[src/dbg_acc_consts.svh]
`ifndef DBG_ACC_CONSTS_SVH
`define DBG_ACC_CONSTS_SVH

// Register offsets (register index on the debug link)
`define OFF_PHY_CONTROL_B        4'h3
`define OFF_ACCESS_KEY_STATUS    4'h7
`define OFF_SYSTEM_RESET_REQUEST 4'h8
`define OFF_LINK_CLOCK_SELECT    4'h9
`define OFF_SYSTEM_CONTROL       4'ha
`define OFF_SYSTEM_STATUS        4'hb
`define OFF_MEMORY_CHECK_STATE   4'hc

// phy_control_b fields
`define BIT_NEGACK_SUPPRESS      4
`define BIT_COLLISION_CHECK_OFF  3
`define BIT_PORT_DISABLE         2

// access_key_status fields
`define BIT_USER_ROW_KEY         5
`define BIT_PROGRAMMING_KEY      4
`define BIT_ERASE_KEY            3

// system_control fields
`define BIT_USER_ROW_DONE        1
`define BIT_SYSTEM_CLOCK_REQUEST 0

// system_status fields
`define BIT_SYSTEM_IN_RESET      5
`define BIT_SYSTEM_SLEEPING      4
`define BIT_PROG_READY           3
`define BIT_USER_ROW_PROG_READY  2
`define BIT_DEVICE_LOCKED        0

// Values
`define RESET_SIGNATURE          8'h59
`define CLKSEL_RESERVED          2'h0
`define CLKSEL_16MHZ             2'h1
`define CLKSEL_8MHZ              2'h2
`define CLKSEL_4MHZ              2'h3
`define CLKSEL_RESET             2'h3
`define MEMCHK_OFF               3'h0
`define MEMCHK_BUSY              3'h1
`define MEMCHK_PASS              3'h2
`define MEMCHK_FAIL              3'h4
`define BYTE_ZERO                8'h00

`endif

[src/dbg_acc_pkg.sv]
package dbg_acc_pkg;
  typedef logic [3:0] reg_addr_t;
  typedef logic [7:0] reg_data_t;
  typedef enum logic [1:0] {
    CLK_RESERVED,
    CLK_16MHZ,
    CLK_8MHZ,
    CLK_4MHZ
  } debug_clock_t;
  typedef enum {
    KEY_IDLE,
    KEY_HELD
  } key_state_t;
endpackage

[src/key_if.sv]
`timescale 1ns/1ps
`default_nettype none
interface key_if;
  logic key_found;
  logic seq_done;
  logic key_clear;
  logic key_active;
  modport holder (input key_found, input seq_done, input key_clear, output key_active);
  modport user   (output key_found, output seq_done, output key_clear, input key_active);
endinterface
`default_nettype wire

[src/key_holder.sv]
`timescale 1ns/1ps
`default_nettype none
module key_holder (
  input  wire logic core_clk,
  input  wire logic reset,
  key_if.holder     kif
);
  import dbg_acc_pkg::*;

  key_state_t state_r;
  key_state_t state_nxt;

  // Set wins over clear so a key decoded in the clearing cycle is kept
  always_comb begin
    state_nxt = state_r;
    case (state_r)
      KEY_IDLE: begin
        if (kif.key_found) begin
          state_nxt = KEY_HELD;
        end
      end
      KEY_HELD: begin
        if ((kif.seq_done || kif.key_clear) && !kif.key_found) begin
          state_nxt = KEY_IDLE;
        end
      end
      default: state_nxt = KEY_IDLE;
    endcase
  end

  always_ff @(posedge core_clk) begin
    if (reset) begin
      state_r <= KEY_IDLE;
    end else begin
      state_r <= state_nxt;
    end
  end

  assign kif.key_active = (state_r == KEY_HELD);
endmodule
`default_nettype wire

[src/debug_access_control_regs.sv]
`include "dbg_acc_consts.svh"
`timescale 1ns/1ps
`default_nettype none
module debug_access_control_regs (
  input  wire logic                  core_clk,
  input  wire logic                  reset,
  input  wire logic                  port_enable,
  input  wire logic                  reg_wr,
  input  wire logic                  reg_rd,
  input  wire dbg_acc_pkg::reg_addr_t reg_addr,
  input  wire dbg_acc_pkg::reg_data_t reg_wdata,
  output logic [7:0]                 reg_rdata,
  output logic                       reg_rvalid,
  input  wire logic                  user_row_key_found,
  input  wire logic                  programming_key_found,
  input  wire logic                  erase_key_found,
  input  wire logic                  programming_done,
  input  wire logic                  erase_done,
  input  wire logic                  system_reset_active,
  input  wire logic                  system_sleep,
  input  wire logic                  prog_ready,
  input  wire logic                  user_row_ready,
  input  wire logic                  lock_bits_set,
  input  wire logic [2:0]            memory_check_in,
  output logic                       negack_suppress,
  output logic                       collision_check_off,
  output logic                       phy_enabled,
  output logic                       system_reset_req,
  output logic                       system_clock_request,
  output logic                       user_row_start,
  output logic [1:0]                 debug_clock_select,
  output logic                       user_row_key_active,
  output logic                       programming_key_active,
  output logic                       erase_key_active
);
  import dbg_acc_pkg::*;

  key_if urow_kif ();
  key_if prog_kif ();
  key_if erase_kif ();

  logic       negack_r;
  logic       collision_r;
  logic       disabled_r;
  logic       phy_en_r;
  logic       rst_hold_r;
  logic [1:0] clksel_r;
  logic       system_clock_request_r;
  logic       urow_start_r;
  logic       sys_rst_seen_r;
  logic       port_enable_q_r;
  logic [7:0] rdata_r;
  logic       rvalid_r;
  logic [2:0] memchk_r;
  logic       locked_r;

  // Address decode, used both for writes and reads
  function automatic logic hit(input reg_addr_t a, input logic [3:0] off);
    hit = (a == off);
  endfunction

  wire wr_phy_control_b  = reg_wr && hit(reg_addr, `OFF_PHY_CONTROL_B);
  wire wr_reset_request_code = reg_wr && hit(reg_addr, `OFF_SYSTEM_RESET_REQUEST);
  wire wr_clksel = reg_wr && hit(reg_addr, `OFF_LINK_CLOCK_SELECT);
  wire wr_sysctl = reg_wr && hit(reg_addr, `OFF_SYSTEM_CONTROL);
  wire rd_status = reg_rd && hit(reg_addr, `OFF_SYSTEM_STATUS);

  // Port disable acts like a local reset of port state
  wire disable_now  = wr_phy_control_b && reg_wdata[`BIT_PORT_DISABLE];
  wire port_reset   = reset || disable_now;
  wire enable_rise  = port_enable && !port_enable_q_r;
  // The requested system reset never feeds port_reset
  wire urow_key     = urow_kif.key_active;

  assign urow_kif.key_found  = user_row_key_found;
  assign urow_kif.seq_done   = 1'b0;
  assign urow_kif.key_clear  = port_reset;
  assign prog_kif.key_found  = programming_key_found;
  assign prog_kif.seq_done   = programming_done;
  assign prog_kif.key_clear  = port_reset;
  assign erase_kif.key_found = erase_key_found;
  assign erase_kif.seq_done  = erase_done;
  assign erase_kif.key_clear = port_reset;

  key_holder u_urow_key (
    .core_clk (core_clk),
    .reset    (reset),
    .kif      (urow_kif)
  );
  key_holder u_prog_key (
    .core_clk (core_clk),
    .reset    (reset),
    .kif      (prog_kif)
  );
  key_holder u_erase_key (
    .core_clk (core_clk),
    .reset    (reset),
    .kif      (erase_kif)
  );

  // Control register writes
  always_ff @(posedge core_clk) begin
    if (port_reset) begin
      negack_r    <= 1'b0;
      collision_r <= 1'b0;
      clksel_r    <= `CLKSEL_RESET;
    end else if (wr_phy_control_b) begin
      negack_r    <= reg_wdata[`BIT_NEGACK_SUPPRESS];
      collision_r <= reg_wdata[`BIT_COLLISION_CHECK_OFF];
    end else if (enable_rise) begin
      clksel_r <= `CLKSEL_RESET;
    end else if (wr_clksel) begin
      clksel_r <= reg_wdata[1:0];
    end
  end

  // Disable is sticky until the port is enabled again
  always_ff @(posedge core_clk) begin
    if (reset) begin
      disabled_r      <= 1'b0;
      phy_en_r        <= 1'b1;
      port_enable_q_r <= 1'b0;
    end else begin
      port_enable_q_r <= port_enable;
      if (disable_now) begin
        disabled_r <= 1'b1;
        phy_en_r   <= 1'b0;
      end else if (enable_rise) begin
        disabled_r <= 1'b0;
        phy_en_r   <= 1'b1;
      end
    end
  end

  // Reset request; port reset, port disable or a write of any value other than the signature clears it
  always_ff @(posedge core_clk) begin
    if (port_reset) begin
      rst_hold_r <= 1'b0;
    end else if (wr_reset_request_code) begin
      rst_hold_r <= (reg_wdata == `RESET_SIGNATURE);
    end
  end

  // System clock request
  always_ff @(posedge core_clk) begin
    if (port_reset) begin
      system_clock_request_r <= 1'b0;
    end else if (enable_rise) begin
      system_clock_request_r <= 1'b1;
    end else if (wr_sysctl) begin
      system_clock_request_r <= reg_wdata[`BIT_SYSTEM_CLOCK_REQUEST];
    end
  end

  // User-row done: a one-cycle start, gated by the decoded key
  always_ff @(posedge core_clk) begin
    if (port_reset) begin
      urow_start_r <= 1'b0;
    end else begin
      urow_start_r <= wr_sysctl && reg_wdata[`BIT_USER_ROW_DONE] && urow_key;
    end
  end

  // Reset status is sticky; a reset seen during the read cycle survives it
  wire sys_in_reset = system_reset_active || rst_hold_r;
  always_ff @(posedge core_clk) begin
    if (reset) begin
      sys_rst_seen_r <= 1'b0;
    end else if (sys_in_reset) begin
      sys_rst_seen_r <= 1'b1;
    end else if (rd_status) begin
      sys_rst_seen_r <= 1'b0;
    end
  end

  // Registered status sampling keeps outputs flop-driven
  always_ff @(posedge core_clk) begin
    if (reset) begin
      memchk_r <= `MEMCHK_OFF;
      locked_r <= 1'b1;
    end else begin
      memchk_r <= memory_check_in;
      locked_r <= lock_bits_set;
    end
  end

  logic [7:0] key_byte;
  logic [7:0] status_byte;
  logic [7:0] phy_control_b_byte;
  logic [7:0] rd_mux;
  always_comb begin
    key_byte = `BYTE_ZERO;
    key_byte[`BIT_USER_ROW_KEY]    = urow_key;
    key_byte[`BIT_PROGRAMMING_KEY] = prog_kif.key_active;
    key_byte[`BIT_ERASE_KEY]       = erase_kif.key_active;
    status_byte = `BYTE_ZERO;
    status_byte[`BIT_SYSTEM_IN_RESET]     = sys_rst_seen_r || sys_in_reset;
    status_byte[`BIT_SYSTEM_SLEEPING]     = system_sleep;
    status_byte[`BIT_PROG_READY]          = prog_ready;
    status_byte[`BIT_USER_ROW_PROG_READY] = user_row_ready;
    status_byte[`BIT_DEVICE_LOCKED]       = locked_r;
    phy_control_b_byte = `BYTE_ZERO;
    phy_control_b_byte[`BIT_NEGACK_SUPPRESS]     = negack_r;
    phy_control_b_byte[`BIT_COLLISION_CHECK_OFF] = collision_r;
    phy_control_b_byte[`BIT_PORT_DISABLE]        = disabled_r;
    case (reg_addr)
      `OFF_PHY_CONTROL_B:        rd_mux = phy_control_b_byte;
      `OFF_ACCESS_KEY_STATUS:    rd_mux = key_byte;
      `OFF_SYSTEM_RESET_REQUEST: rd_mux = {7'h00, rst_hold_r};
      `OFF_LINK_CLOCK_SELECT:    rd_mux = {6'h00, clksel_r};
      `OFF_SYSTEM_CONTROL:       rd_mux = {7'h00, system_clock_request_r};
      `OFF_SYSTEM_STATUS:        rd_mux = status_byte;
      `OFF_MEMORY_CHECK_STATE:   rd_mux = {5'h00, memchk_r};
      default:                   rd_mux = `BYTE_ZERO;
    endcase
  end

  // Read port exists only on the debug link side
  always_ff @(posedge core_clk) begin
    if (reset) begin
      rdata_r  <= `BYTE_ZERO;
      rvalid_r <= 1'b0;
    end else begin
      rvalid_r <= reg_rd;
      if (reg_rd) begin
        rdata_r <= rd_mux;
      end
    end
  end

  logic ukey_q_r;
  logic pkey_q_r;
  logic ekey_q_r;
  always_ff @(posedge core_clk) begin
    if (reset) begin
      ukey_q_r <= 1'b0;
      pkey_q_r <= 1'b0;
      ekey_q_r <= 1'b0;
    end else begin
      ukey_q_r <= urow_key && !port_reset;
      pkey_q_r <= prog_kif.key_active && !port_reset;
      ekey_q_r <= erase_kif.key_active && !port_reset;
    end
  end

  assign reg_rdata              = rdata_r;
  assign reg_rvalid             = rvalid_r;
  assign negack_suppress        = negack_r;
  assign collision_check_off    = collision_r;
  assign phy_enabled            = phy_en_r;
  assign system_reset_req       = rst_hold_r;
  assign system_clock_request   = system_clock_request_r;
  assign user_row_start         = urow_start_r;
  assign debug_clock_select     = clksel_r;
  assign user_row_key_active    = ukey_q_r;
  assign programming_key_active = pkey_q_r;
  assign erase_key_active       = ekey_q_r;
endmodule
`default_nettype wire

[config.mk]
export PLATFORM = sky130hd
export DESIGN_NAME = debug_access_control_regs
export DESIGN_NICKNAME = d
export VERILOG_FILES = /design/src/dbg_acc_pkg.sv /design/src/key_if.sv /design/src/key_holder.sv /design/src/debug_access_control_regs.sv
export VERILOG_INCLUDE_DIRS = /design/src
export SDC_FILE = /design/constraint.sdc
export NUM_CORES = 1
export LEC_CHECK = 0
export BUFFER_PORTS_ARGS = -buffer_cell sky130_fd_sc_hd__buf_2
export CORE_UTILIZATION = 50
export CTS_BUF_LIST = sky130_fd_sc_hd__clkbuf_8
export DETAILED_ROUTE_END_ITERATION = 6
export GPL_TIMING_DRIVEN = 0
export PLACE_DENSITY_LB_ADDON = 0.2
export SYNTH_ARGS = -nofsm -noshare
export SYNTH_HDL_FRONTEND = slang
export SYNTH_SLANG_ARGS = --single-unit
[constraint.sdc]
create_clock -name core_clk -period 1.35 [get_ports core_clk]
set_clock_uncertainty 0.05 [all_clocks]
set_input_delay 0.27 -clock core_clk [delete_from_list [all_inputs] [get_ports core_clk]]
set_output_delay 0.27 -clock core_clk [all_outputs]
set_load 0.005 [all_outputs]
==> PnR_summary.wiki, run 1 <==
{| class="wikitable"
! Metric !! Value
|-
| Outcome || finished, final reports clean
|-
| Sequential Area || between 500 and 600 um2
|-
| Proportion of synthesized chip area in sequential cells || between 40% and 50%
|-
| Multi-input combinational cell area || about 650 um2
|-
| Number of clock sinks seen by CTS || 28
|-
| Total power of the final layout || roughly 1.5 mW
|-
| Final period demand of the worst path || between 1 and 1.5 ns
|-
| Std-Cell Rows || 17
|-
| Post-detailed-placement half-perimeter wirelength || 2340 um
|-
| Share of the synthesized area in compound gates (AO/OA/AOI/OAI) || approximately 20%
|-
| Average size of a mapped cell || a little under 10 um2
|-
| Buffers from clock root to sink, at most || 2
|-
| Number of DRC markers in iteration 0 || 33
|-
| Max Transition Viols Final || 0
|-
| Crit path arrival time || 1.35 ns
|-
| Routability congestion estimate || 0.870
|-
| Most common cell after layout, fill and taps aside || sky130_fd_sc_hd__buf_2
|-
| Total congestion overflow || 0
|-
| Filler cell count || approximately 190
|-
| Min-delay worst type || input port to register
|-
| Arithmetic-cell share of the synthesized area counting full adders, half adders and majority gates || 0%
|-
| Clock-pin slew reported for the worst setup and hold paths after clock tree synthesis || around 0.090 ns
|-
| Share of the synthesized area in the top cell type || 43.9%
|-
| Max-cap violations || 0
|-
| Number of buffers inserted for hold repair after clock tree synthesis || 0
|-
| Peak supply drop || 871 uV
|-
| Layout Area Growth over Synthesis || 24.3%
|-
| Mapped Area || 1280 um2
|-
| Count of endpoints failing hold in the final timing report || 0
|-
| Via count || about 1200
|-
| Layout Utilization || about two thirds
|-
| Detailed Routing Iterations Pass 1 || 4
|-
| Count of placed standard cells in the final layout, fillers left out || 210
|-
| Number of design rule violations left after detail routing || 0
|-
| Top-level I/O count || 50
|-
| Data required time of the worst path || between 1 and 1.5 ns
|-
| Area post-placement || between 1500 and 2000 um2
|-
| Minimum setup slack in the final design || between 0.1 and 0.15 ns
|-
| Placeable Area || 2320 um2
|-
| Area of the die || 2760 um2
|-
| Final setup violating endpoints || 0
|-
| Peak clock frequency supported by timing || around 0.82 GHz
|-
| Synthesized netlist cell count || ~130
|-
| Average routed wire per standard cell || between 10 and 15 um
|-
| Vias in the first global route || roughly 1100
|-
| Number of buffers created by CTS || 3
|-
| Setup repair after global routing missed its margin || no
|-
| Die outline width || approximately 53 um
|-
| Cell types with the largest area share after synthesis || sky130_fd_sc_hd__dfxtp_1 (44%), sky130_fd_sc_hd__nor2b_1 (5.4%), sky130_fd_sc_hd__mux2i_1 (3.1%)
|-
| Die height || 52.5 um
|-
| Largest net degree at the start of global routing || 15
|-
| Multiplexer share of the synthesized area || around 4%
|-
| Setup slack at placement || -0.0529 ns
|-
| Worst Path Class, Setup || register to register
|-
| Unique masters post-synth || 43
|-
| Synthesis warning total || 0
|-
| PwrDens || just under 1000 nW/um2
|-
| Portion of the clock cycle consumed by the worst path in the final layout || roughly 90%
|-
| Final-layout setup total negative slack || 0 ns
|-
| Parity-gate share of the synthesized area counting xor and xnor cells || 0%
|-
| Setup crit end kind || register
|-
| Clock tree from TritonCTS || yes
|-
| Antenna violations before repair || 0
|-
| Worst setup SP type || register
|-
| Final Net Count || between 200 and 250
|-
| Flop and latch count out of synthesis || 28
|-
| Startpoint of the worst-slack reg-to-reg timing path || debug_clock_select[0]$_SDFFE_PP1P_
|-
| Antenna cell count || 0
|-
| IO Port Bufs || 46
|-
| DR vias/cell || around 5.8
|-
| Number of setup buffers added after CTS || 0
|-
| Summed area of non-filler cells in the final layout || between 1500 and 2000 um2
|-
| Leak pwr || a little over 0.7 nW
|-
| Hold Crit Start || lock_bits_set
|-
| Share of layout cells above drive strength 1 || 33.5%
|-
| Simple-gate portion of the synthesized area || between 20% and 30%
|-
| Main combinational cell family by area after synthesis || simple AND/OR/NAND/NOR gates
|-
| Global-route usage over all layers || about 24%
|-
| Initial core utilization || between 50% and 60%
|-
| Wire length of the first global-routing pass || about 4900 um
|-
| H-tree level count || 1
|-
| Final antenna-violating net count || 0
|-
| Maximum fanout along the worst path || 4
|-
| Wire length reported by the detailed router || approximately 3100 um
|-
| Instance count after placement with tap cells included || 207
|-
| Critical Path Start || debug_clock_select[0]$_SDFFE_PP1P_
|-
| Hold slack || between 0.1 and 0.15 ns
|-
| Library cell with the largest summed area after synthesis || sky130_fd_sc_hd__dfxtp_1
|-
| Number of cells upsized or downsized after cts || 0
|-
| Highest-count cells in the layout ignoring fill and taps || sky130_fd_sc_hd__buf_2 (50), sky130_fd_sc_hd__dfxtp_1 (28), sky130_fd_sc_hd__nor2b_1 (11)
|-
| Clock root cell || sky130_fd_sc_hd__clkbuf_8
|-
| Worst-Skew Late Latency || ~0.27 ns
|}
cells in the mapped netlist:
cell type / count
sky130_fd_sc_hd__or3_1: 2
sky130_fd_sc_hd__nor2b_1: 11
sky130_fd_sc_hd__o311a_1: 1
sky130_fd_sc_hd__nor2_1: 6
sky130_fd_sc_hd__a41oi_1: 1
sky130_fd_sc_hd__clkbuf_1: 2
sky130_fd_sc_hd__o2bb2ai_1: 3
sky130_fd_sc_hd__buf_2: 4
sky130_fd_sc_hd__a211oi_1: 2
sky130_fd_sc_hd__nand3b_1: 2
sky130_fd_sc_hd__and3_4: 1
sky130_fd_sc_hd__o2111ai_1: 1
sky130_fd_sc_hd__mux2_2: 1
sky130_fd_sc_hd__and4_1: 1
sky130_fd_sc_hd__a21boi_1: 1
sky130_fd_sc_hd__and2_1: 2
sky130_fd_sc_hd__a21oi_1: 4
sky130_fd_sc_hd__nand4_1: 2
sky130_fd_sc_hd__nor3_1: 3
sky130_fd_sc_hd__inv_1: 5
sky130_fd_sc_hd__mux2i_1: 4
sky130_fd_sc_hd__o21ai_0: 5
sky130_fd_sc_hd__a31oi_1: 1
sky130_fd_sc_hd__a311o_1: 1
sky130_fd_sc_hd__a32o_1: 2
sky130_fd_sc_hd__nand3_1: 2
sky130_fd_sc_hd__and3b_1: 4
sky130_fd_sc_hd__nand2_1: 3
sky130_fd_sc_hd__a311oi_1: 2
sky130_fd_sc_hd__a31oi_4: 1
sky130_fd_sc_hd__dfxtp_1: 28
sky130_fd_sc_hd__nand4b_1: 2
sky130_fd_sc_hd__conb_1: 1
sky130_fd_sc_hd__o21a_1: 1
sky130_fd_sc_hd__or2_2: 1
sky130_fd_sc_hd__nor4b_2: 1
sky130_fd_sc_hd__nand2b_1: 4
sky130_fd_sc_hd__nor4_1: 2
sky130_fd_sc_hd__o31ai_1: 3
sky130_fd_sc_hd__buf_4: 3
sky130_fd_sc_hd__and4b_1: 1
sky130_fd_sc_hd__a22o_1: 4
sky130_fd_sc_hd__nor4b_1: 1
where the power goes:
group / switching (mW) / internal [mW] / leakage (nW)
combinational: 0.113 / 0.103 / 0.461
clock: 0.249 / 0.200 / 0.0216
sequential: 0.0163 / 0.858 / 0.230
total: 0.378 / 1.16 / 0.713
final timing paths:
path | to | slack, ns | depth (start not counted)
max | reg_rdata[0]$_SDFFE_PP0P_ | 0.13 | 3
min reg2reg | reg_rdata[4]$_SDFFE_PP0P_ | 0.43 | 1
min | locked_r$_SDFF_PP1_ | 0.13 | 2
max reg2reg | reg_rdata[0]$_SDFFE_PP0P_ | 0.13 | 3
final cells by class:
type / count / share of cell area, %
buffer: 9 / 3.15
clock buffer: 3 / 2.60
inverter: 5 / 1.18
multi-input combinational: 91 / 41.0
sequential: 28 / 35.3
tap: 28 / 2.21
timing repair buffer: 46 / 14.5
worst max-delay path, cell delays in order (launching register included):
cell                       delay (ns)
sky130_fd_sc_hd__dfxtp_1         0.40
sky130_fd_sc_hd__mux2i_1         0.09
sky130_fd_sc_hd__or3_1           0.30
sky130_fd_sc_hd__a311oi_1        0.29
metal layers:
layer	global-route usage, %	up-vias	share of wire, %
li1	-	585	-
met1	29.6	572	43
met2	43.2	48	50
met3	5.51	5	6.4
met4	5.26	0	0.80
met5	0	-	0
registers in the layout, indices dropped and copies added (netlist names):
name                    cells
reg_rdata                   6
system_reset_req            1
programming_key_active      1
erase_key_active            1
disabled_r                  1
debug_clock_select          2
collision_check_off         1
user_row_start              1
phy_enabled                 1
u_urow_key.state_r          1
memchk_r                    3
u_prog_key.state_r          1
system_clock_request        1
u_erase_key.state_r         1
reg_rvalid                  1
locked_r                    1
port_enable_q_r             1
sys_rst_seen_r              1
user_row_key_active         1
negack_suppress             1
kinds of logic after synthesis:
| family | count (synthesis) |
|---|---|
| multiplexers | 5 |
| buffers and inverters | 14 |
| AO/OA/AOI/OAI | 33 |
| flip-flops | 28 |
| other | 1 |
| AND/OR/NAND/NOR | 51 |
Power figures use the tool's default switching activity.
==> run 2, diff against run 1 <==
Settings changed: SETUP_SLACK_MARGIN set to 0.3.
==> PnR_summary.wiki, run 2 (synthesized netlist as in run 1, its figures left out) <==
{| class="wikitable"
! Metric !! Value
|-
| Total congestion overflow || 0 (unchanged)
|-
| Portion of the clock cycle consumed by the worst path in the final layout || 86.0% (-4.4 points)
|-
| Worst Path Class, Setup || register to register
|-
| Startpoint of the worst-slack reg-to-reg timing path || debug_clock_select[0]$_SDFFE_PP1P_
|-
| Most Crowded Layer GR || met2
|-
| Via count || 1318 (+8.9%)
|-
| Peak supply drop || 871 uV (about the same)
|-
| Routability congestion estimate || 0.824 (-5.3%)
|-
| Wire length reported by the detailed router || 3820 um (+23%)
|-
| Max reg flops || 6 (unchanged)
|-
| Filler cell count || 151 (-19%)
|-
| Cells along the critical path || mux2i_1, or3_1, a311oi_2
|-
| H-tree level count || 1 (unchanged)
|-
| Number of design rule violations left after detail routing || 0 (unchanged)
|-
| Most common cell after layout, fill and taps aside || sky130_fd_sc_hd__buf_2
|-
| Initial core utilization || 55.0% (unchanged)
|-
| Met2 global-route usage || 47.9% (+4.6 points)
|-
| End of the worst register-to-register path || reg_rdata[0]$_SDFFE_PP0P_
|-
| Count of endpoints failing hold in the final timing report || 0 (unchanged)
|-
| Highest-count cells in the layout ignoring fill and taps || sky130_fd_sc_hd__buf_2 (43), sky130_fd_sc_hd__buf_4 (16), sky130_fd_sc_hd__dfxtp_1 (15)
|-
| Instance count after placement with tap cells included || 207 (unchanged)
|-
| Number of buffers inserted for hold repair after clock tree synthesis || 0 (unchanged)
|-
| Leak pwr || 0.809 nW (+14%)
|-
| DR vias/cell || 5.88 (+2.1%)
|-
| Maximum fanout along the worst path || 3 (-1)
|-
| Fraction of met3 tracks used by global routing || 6.96% (+1.4 points)
|-
| Crit path arrival time || 1.30 ns (-0.05 ns)
|-
| Setup slack, reg-to-reg || 0.19 ns (+0.06 ns)
|-
| Max Transition Viols Final || 0 (unchanged)
|-
| Antenna cell count || 0 (unchanged)
|-
| Worst setup SP type || register
|-
| Average routed wire per standard cell || 17.0 um (+15%)
|-
| Max-cap violations || 0 (unchanged)
|-
| Clock-pin slew reported for the worst setup and hold paths after clock tree synthesis || 0.09 ns (about the same)
|-
| Count of placed standard cells in the final layout, fillers left out || 224 (+6.7%)
|-
| Placeable Area || 2320 um2 (unchanged)
|-
| Detailed Routing Iterations Pass 1 || 4 (unchanged)
|-
| IO Port Bufs || 46 (unchanged)
|-
| Std-Cell Rows || 17 (unchanged)
|-
| Number of clock sinks seen by CTS || 28 (unchanged)
|-
| Worst slew pin tran || 0.505 ns
|-
| Min-delay worst type || input port to register
|-
| Clock tree from TritonCTS || yes
|-
| Worst-Skew Late Latency || 0.27 ns (about the same)
|-
| Area of the die || 2760 um2 (unchanged)
|-
| Global-route usage over all layers || 28.1% (+3.7 points)
|-
| Final-layout setup total negative slack || 0 ns (unchanged)
|-
| Final period demand of the worst path || 1.16 ns (-0.0591 ns)
|-
| Vias in the first global route || 1217 (+15%)
|-
| Setup crit end kind || register
|-
| Antenna violations before repair || 0 (unchanged)
|-
| Peak clock frequency supported by timing || 0.861 GHz (+5.1%)
|-
| Worst setup path endpoint || reg_rdata[0]$_SDFFE_PP0P_
|-
| Routing usage on met1 || 33.0% (+3.4 points)
|-
| PwrDens || 906 nW/um2 (-6.6%)
|-
| Largest net degree at the start of global routing || 16 (+1)
|-
| Max stage delay on crit path || 0.35 ns (-0.05 ns)
|-
| Final setup violating endpoints || 0 (unchanged)
|-
| Share of layout cells above drive strength 1 || 51.5% (+18 points)
|-
| Buffers from clock root to sink, at most || 2 (unchanged)
|-
| Number of DRC markers in iteration 0 || 26 (-21%)
|-
| Layout Area Growth over Synthesis || 44.5%
|-
| Data required time of the worst path || 1.49 ns (about the same)
|-
| Clock root cell || sky130_fd_sc_hd__clkbuf_8
|-
| Die outline width || 52.5 um (unchanged)
|-
| Slew HR || 66.4%
|-
| Outcome || finished, final reports clean
|-
| Final Net Count || 227 (+6.1%)
|-
| Final antenna-violating net count || 0 (unchanged)
|-
| Die height || 52.5 um (unchanged)
|-
| Setup repair after global routing missed its margin || yes
|-
| Number of buffers created by CTS || 3 (unchanged)
|-
| Critical Path Start || debug_clock_select[0]$_SDFFE_PP1P_
|-
| Top-level I/O count || 50 (unchanged)
|-
| Wire length of the first global-routing pass || 5490 um (+13%)
|-
| CP max stage cell || sky130_fd_sc_hd__dfxtp_2
|-
| Post-detailed-placement half-perimeter wirelength || 2370 um (+1.2%)
|-
| Number of cell instances on the worst register-to-register path || 3 (unchanged)
|}
[run 2: power by group]
part           switching [mW]  internal [mW]
Combinational           0.141          0.135
Sequential             0.0174          0.857
Clock                   0.258          0.261
Total                   0.417           1.25
[run 2: through the flow]
| step | util (%) | hold WS [ns] | power (mW) | setup slack, ns | area (um2) |
|---|---|---|---|---|---|
| CTS | 73.3 | 0.115 | 1.63 | 0.207 | 1700 |
| detailed placement | 67.5 | 0.406 | 1.11 | -0.0163 | 1560 |
| global route | 79.5 | 0.137 | 1.74 | 0.166 | 1840 |
| floorplan | - | 0.292 | 1.01 | 0.254 | 1300 |
| finish | 79.5 | 0.147 | 1.67 | 0.189 | 1840 |
| global placement | 67.5 | 0.402 | 1.10 | 0.00765 | 1560 |
[run 2: worst min path at each step]
stage,start,depth (start not counted),endpoint,slack [ns]
6_report,lock_bits_set,2,locked_r$_SDFF_PP1_,0.15
2_1_floorplan,reset,1,memchk_r[0]$_SDFF_PP0_,0.29
3_3_place_gp,lock_bits_set,2,locked_r$_SDFF_PP1_,0.40
3_5_place_dp,lock_bits_set,2,locked_r$_SDFF_PP1_,0.41
4_1_cts,lock_bits_set,2,locked_r$_SDFF_PP1_,0.12
5_1_grt,lock_bits_set,2,locked_r$_SDFF_PP1_,0.14
[run 2: layout make-up]
class | instances | area [um2] | share of cell area [%]
flip-flops and latches | 28 | 579 | 31.4
plain buffers | 9 | 70.1 | 3.80
well taps | 28 | 35.0 | 1.90
inverters | 5 | 18.8 | 1.02
clock buffers | 4 | 55.1 | 2.99
repair buffers | 58 | 352 | 19.1
multi-input cells | 92 | 734 | 39.8
[run 2: critical path, delay by kind of cell (launching register included)]
family | cells | cell delay [ns]
mux | 1 | 0.08
simple gates | 1 | 0.33
flops | 1 | 0.35
compound gates | 1 | 0.27
[run 2: metal layers]
metal | routed length, um | vias to the layer above
li1 | - | 615
met1 | 1530 | 618
met2 | 1890 | 72
met3 | 309 | 13
met4 | 96 | 0
met5 | 0 | -
[run 2: timing repair]
item,in CTS,in global routing
pin swaps,1,8
gates resized for setup,14,22
setup buffers,6,6
gates cloned,0,1
endpoints found under the setup margin,15,30
==> run 3, diff against run 2 <==
Settings changed: MAX_ROUTING_LAYER set to met4.
==> PnR_summary.wiki, run 3 (synthesized netlist as in run 1, its figures left out) <==
{| class="wikitable"
! Metric !! Value
|-
| Outcome || finished, final reports clean
|-
| Wire length reported by the detailed router || 3840 um (+0.42%)
|-
| Global-route usage over all layers || 28.6% (+0.55 points)
|-
| Min-delay worst type || input port to register
|-
| Post-detailed-placement half-perimeter wirelength || 2370 um (unchanged)
|-
| Largest net degree at the start of global routing || 16 (unchanged)
|-
| Via count || 1332 (+1.1%)
|-
| Highest-count cells in the layout ignoring fill and taps || sky130_fd_sc_hd__buf_2 (43), sky130_fd_sc_hd__buf_4 (16), sky130_fd_sc_hd__dfxtp_1 (15)
|-
| Wire length of the first global-routing pass || 5470 um (-0.38%)
|-
| Final period demand of the worst path || 1.16 ns (-0.00369 ns)
|-
| Most common cell after layout, fill and taps aside || sky130_fd_sc_hd__buf_2
|-
| Leak pwr || 0.809 nW (unchanged)
|-
| Crit path arrival time || 1.30 ns (about the same)
|-
| Area of the die || 2760 um2 (unchanged)
|-
| Startpoint of the worst-slack reg-to-reg timing path || debug_clock_select[0]$_SDFFE_PP1P_
|-
| Number of clock sinks seen by CTS || 28 (unchanged)
|-
| Worst-Skew Late Latency || 0.27 ns (about the same)
|-
| Hold slack || 0.148 ns (+0.000299 ns)
|-
| Hold Crit Start || programming_key_found
|-
| Count of placed standard cells in the final layout, fillers left out || 224 (unchanged)
|-
| Instance count after placement with tap cells included || 207 (unchanged)
|-
| Number of buffers inserted for hold repair after clock tree synthesis || 0 (unchanged)
|-
| Clock-pin slew reported for the worst setup and hold paths after clock tree synthesis || 0.10 ns (about the same)
|-
| Number of buffers created by CTS || 3 (unchanged)
|-
| Data required time of the worst path || 1.49 ns (about the same)
|-
| Die outline width || 52.5 um (unchanged)
|-
| Hold path endpoint || u_prog_key.state_r[0]$_SDFFE_PP0P_
|-
| Antenna cell count || 0 (unchanged)
|-
| Peak clock frequency supported by timing || 0.864 GHz (+0.32%)
|-
| Placeable Area || 2320 um2 (unchanged)
|-
| Portion of the clock cycle consumed by the worst path in the final layout || 85.7% (-0.27 points)
|-
| Max-cap violations || 0 (unchanged)
|-
| Setup repair after global routing missed its margin || yes
|-
| Max Transition Viols Final || 0 (unchanged)
|-
| Antenna violations before repair || 0 (unchanged)
|-
| DR vias/cell || 5.95 (+1.1%)
|-
| Worst slew pin tran || 0.503 ns (-0.00132 ns)
|-
| Max reg flops || 6 (unchanged)
|-
| Final setup violating endpoints || 0 (unchanged)
|-
| Detailed Routing Iterations Pass 1 || 4 (unchanged)
|-
| Number of design rule violations left after detail routing || 0 (unchanged)
|-
| Maximum fanout along the worst path || 3 (unchanged)
|-
| Setup slack, reg-to-reg || 0.19 ns (about the same)
|-
| Final Net Count || 227 (unchanged)
|-
| Std-Cell Rows || 17 (unchanged)
|-
| Layout Area Growth over Synthesis || 44.5% (unchanged)
|-
| Vias in the first global route || 1221 (+0.33%)
|-
| Min-Delay Path Depth || 2 (unchanged)
|-
| Die height || 52.5 um (unchanged)
|-
| Routability congestion estimate || 0.837 (+1.5%)
|-
| H-tree level count || 1 (unchanged)
|-
| End of the worst register-to-register path || reg_rdata[0]$_SDFFE_PP0P_
|-
| IO Port Bufs || 46 (unchanged)
|-
| Count of endpoints failing hold in the final timing report || 0 (unchanged)
|-
| Slew HR || 66.4% (+0.088 points)
|-
| Number of DRC markers in iteration 0 || 51 (+96%)
|-
| Share of layout cells above drive strength 1 || 51.5% (unchanged)
|-
| Average routed wire per standard cell || 17.1 um (+0.42%)
|-
| Buffers from clock root to sink, at most || 2 (unchanged)
|-
| Peak supply drop || 878 uV (+0.73%)
|-
| Worst setup SP type || register
|-
| PwrDens || 908 nW/um2 (+0.29%)
|-
| Clock root cell || sky130_fd_sc_hd__clkbuf_8
|-
| Total congestion overflow || 0 (unchanged)
|-
| Worst Path Class, Setup || register to register
|-
| Setup crit end kind || register
|-
| Number of cell instances on the worst register-to-register path || 3 (unchanged)
|-
| Top-level I/O count || 50 (unchanged)
|-
| Initial core utilization || 55.0% (unchanged)
|-
| Final antenna-violating net count || 0 (unchanged)
|-
| Clock tree from TritonCTS || yes
|-
| Total power of the final layout || 1.68 mW (+0.29%)
|-
| Filler cell count || 151 (unchanged)
|}
run 3: worst max path at each step:
stage / slack (ns) / depth (start not counted) / from / endpoint
final: 0.19 / 3 / debug_clock_select[0]$_SDFFE_PP1P_ / reg_rdata[0]$_SDFFE_PP0P_
after global placement: 0.008 / 4 / reg_addr[2] / system_clock_request$_SDFFE_PP0P_
after global routing: 0.17 / 3 / debug_clock_select[0]$_SDFFE_PP1P_ / reg_rdata[0]$_SDFFE_PP0P_
after floorplan: 0.25 / 3 / reg_wr / system_clock_request$_SDFFE_PP0P_
after detailed placement: -0.02 / 4 / reg_addr[2] / system_clock_request$_SDFFE_PP0P_
after CTS: 0.21 / 3 / system_reset_req$_SDFFE_PP0P_ / reg_rdata[0]$_SDFFE_PP0P_
run 3: per-layer routing:
| metal | wire (um) | up-vias | GRT usage [%] | share of wire, % |
|---|---|---|---|---|
| met5 | 0 | - | - | 0 |
| met4 | 145 | 0 | 11.8 | 3.8 |
| met3 | 259 | 21 | 6.67 | 6.8 |
| met2 | 1840 | 83 | 48.1 | 48 |
| met1 | 1590 | 609 | 32.5 | 41 |
| li1 | - | 619 | - | - |
run 3: stage by stage:
step	util (%)	setup TNS, ns	instance area [um2]	setup slack (ns)
6_report	79.5	0	1840	0.193
5_1_grt	79.5	0	1840	0.166
3_5_place_dp	67.5	-0.0272	1560	-0.0163
4_1_cts	73.3	0	1700	0.207
3_3_place_gp	67.5	0	1560	0.00765
2_1_floorplan	-	0	1300	0.254
run 3: worst max-delay path, stage by stage (launching register included):
cell	delay, ns
sky130_fd_sc_hd__dfxtp_2	0.35
sky130_fd_sc_hd__mux2i_1	0.07
sky130_fd_sc_hd__or3_1	0.33
sky130_fd_sc_hd__a311oi_2	0.27
run 3: cell type report:
type / instances / area, um2 / area share [%]
multi-input cells: 92 / 734 / 39.8
inverters: 5 / 18.8 / 1.02
well taps: 28 / 35.0 / 1.90
flip-flops and latches: 28 / 579 / 31.4
clock buffers: 4 / 55.1 / 2.99
repair buffers: 58 / 352 / 19.1
plain buffers: 9 / 70.1 / 3.80
run 3: power breakdown:
part | switching (mW) | internal (mW) | leakage (nW)
logic | 0.142 | 0.135 | 0.547
registers | 0.0171 | 0.857 | 0.233
clock network | 0.262 | 0.261 | 0.0288
total | 0.421 | 1.25 | 0.809
run 3: what timing repair did:
item,4_1_cts,5_1_grt
pin swaps,1,8
buffers inserted,6,6
endpoints found under the setup margin,15,30
cloned,0,1
gates resized for setup,14,22
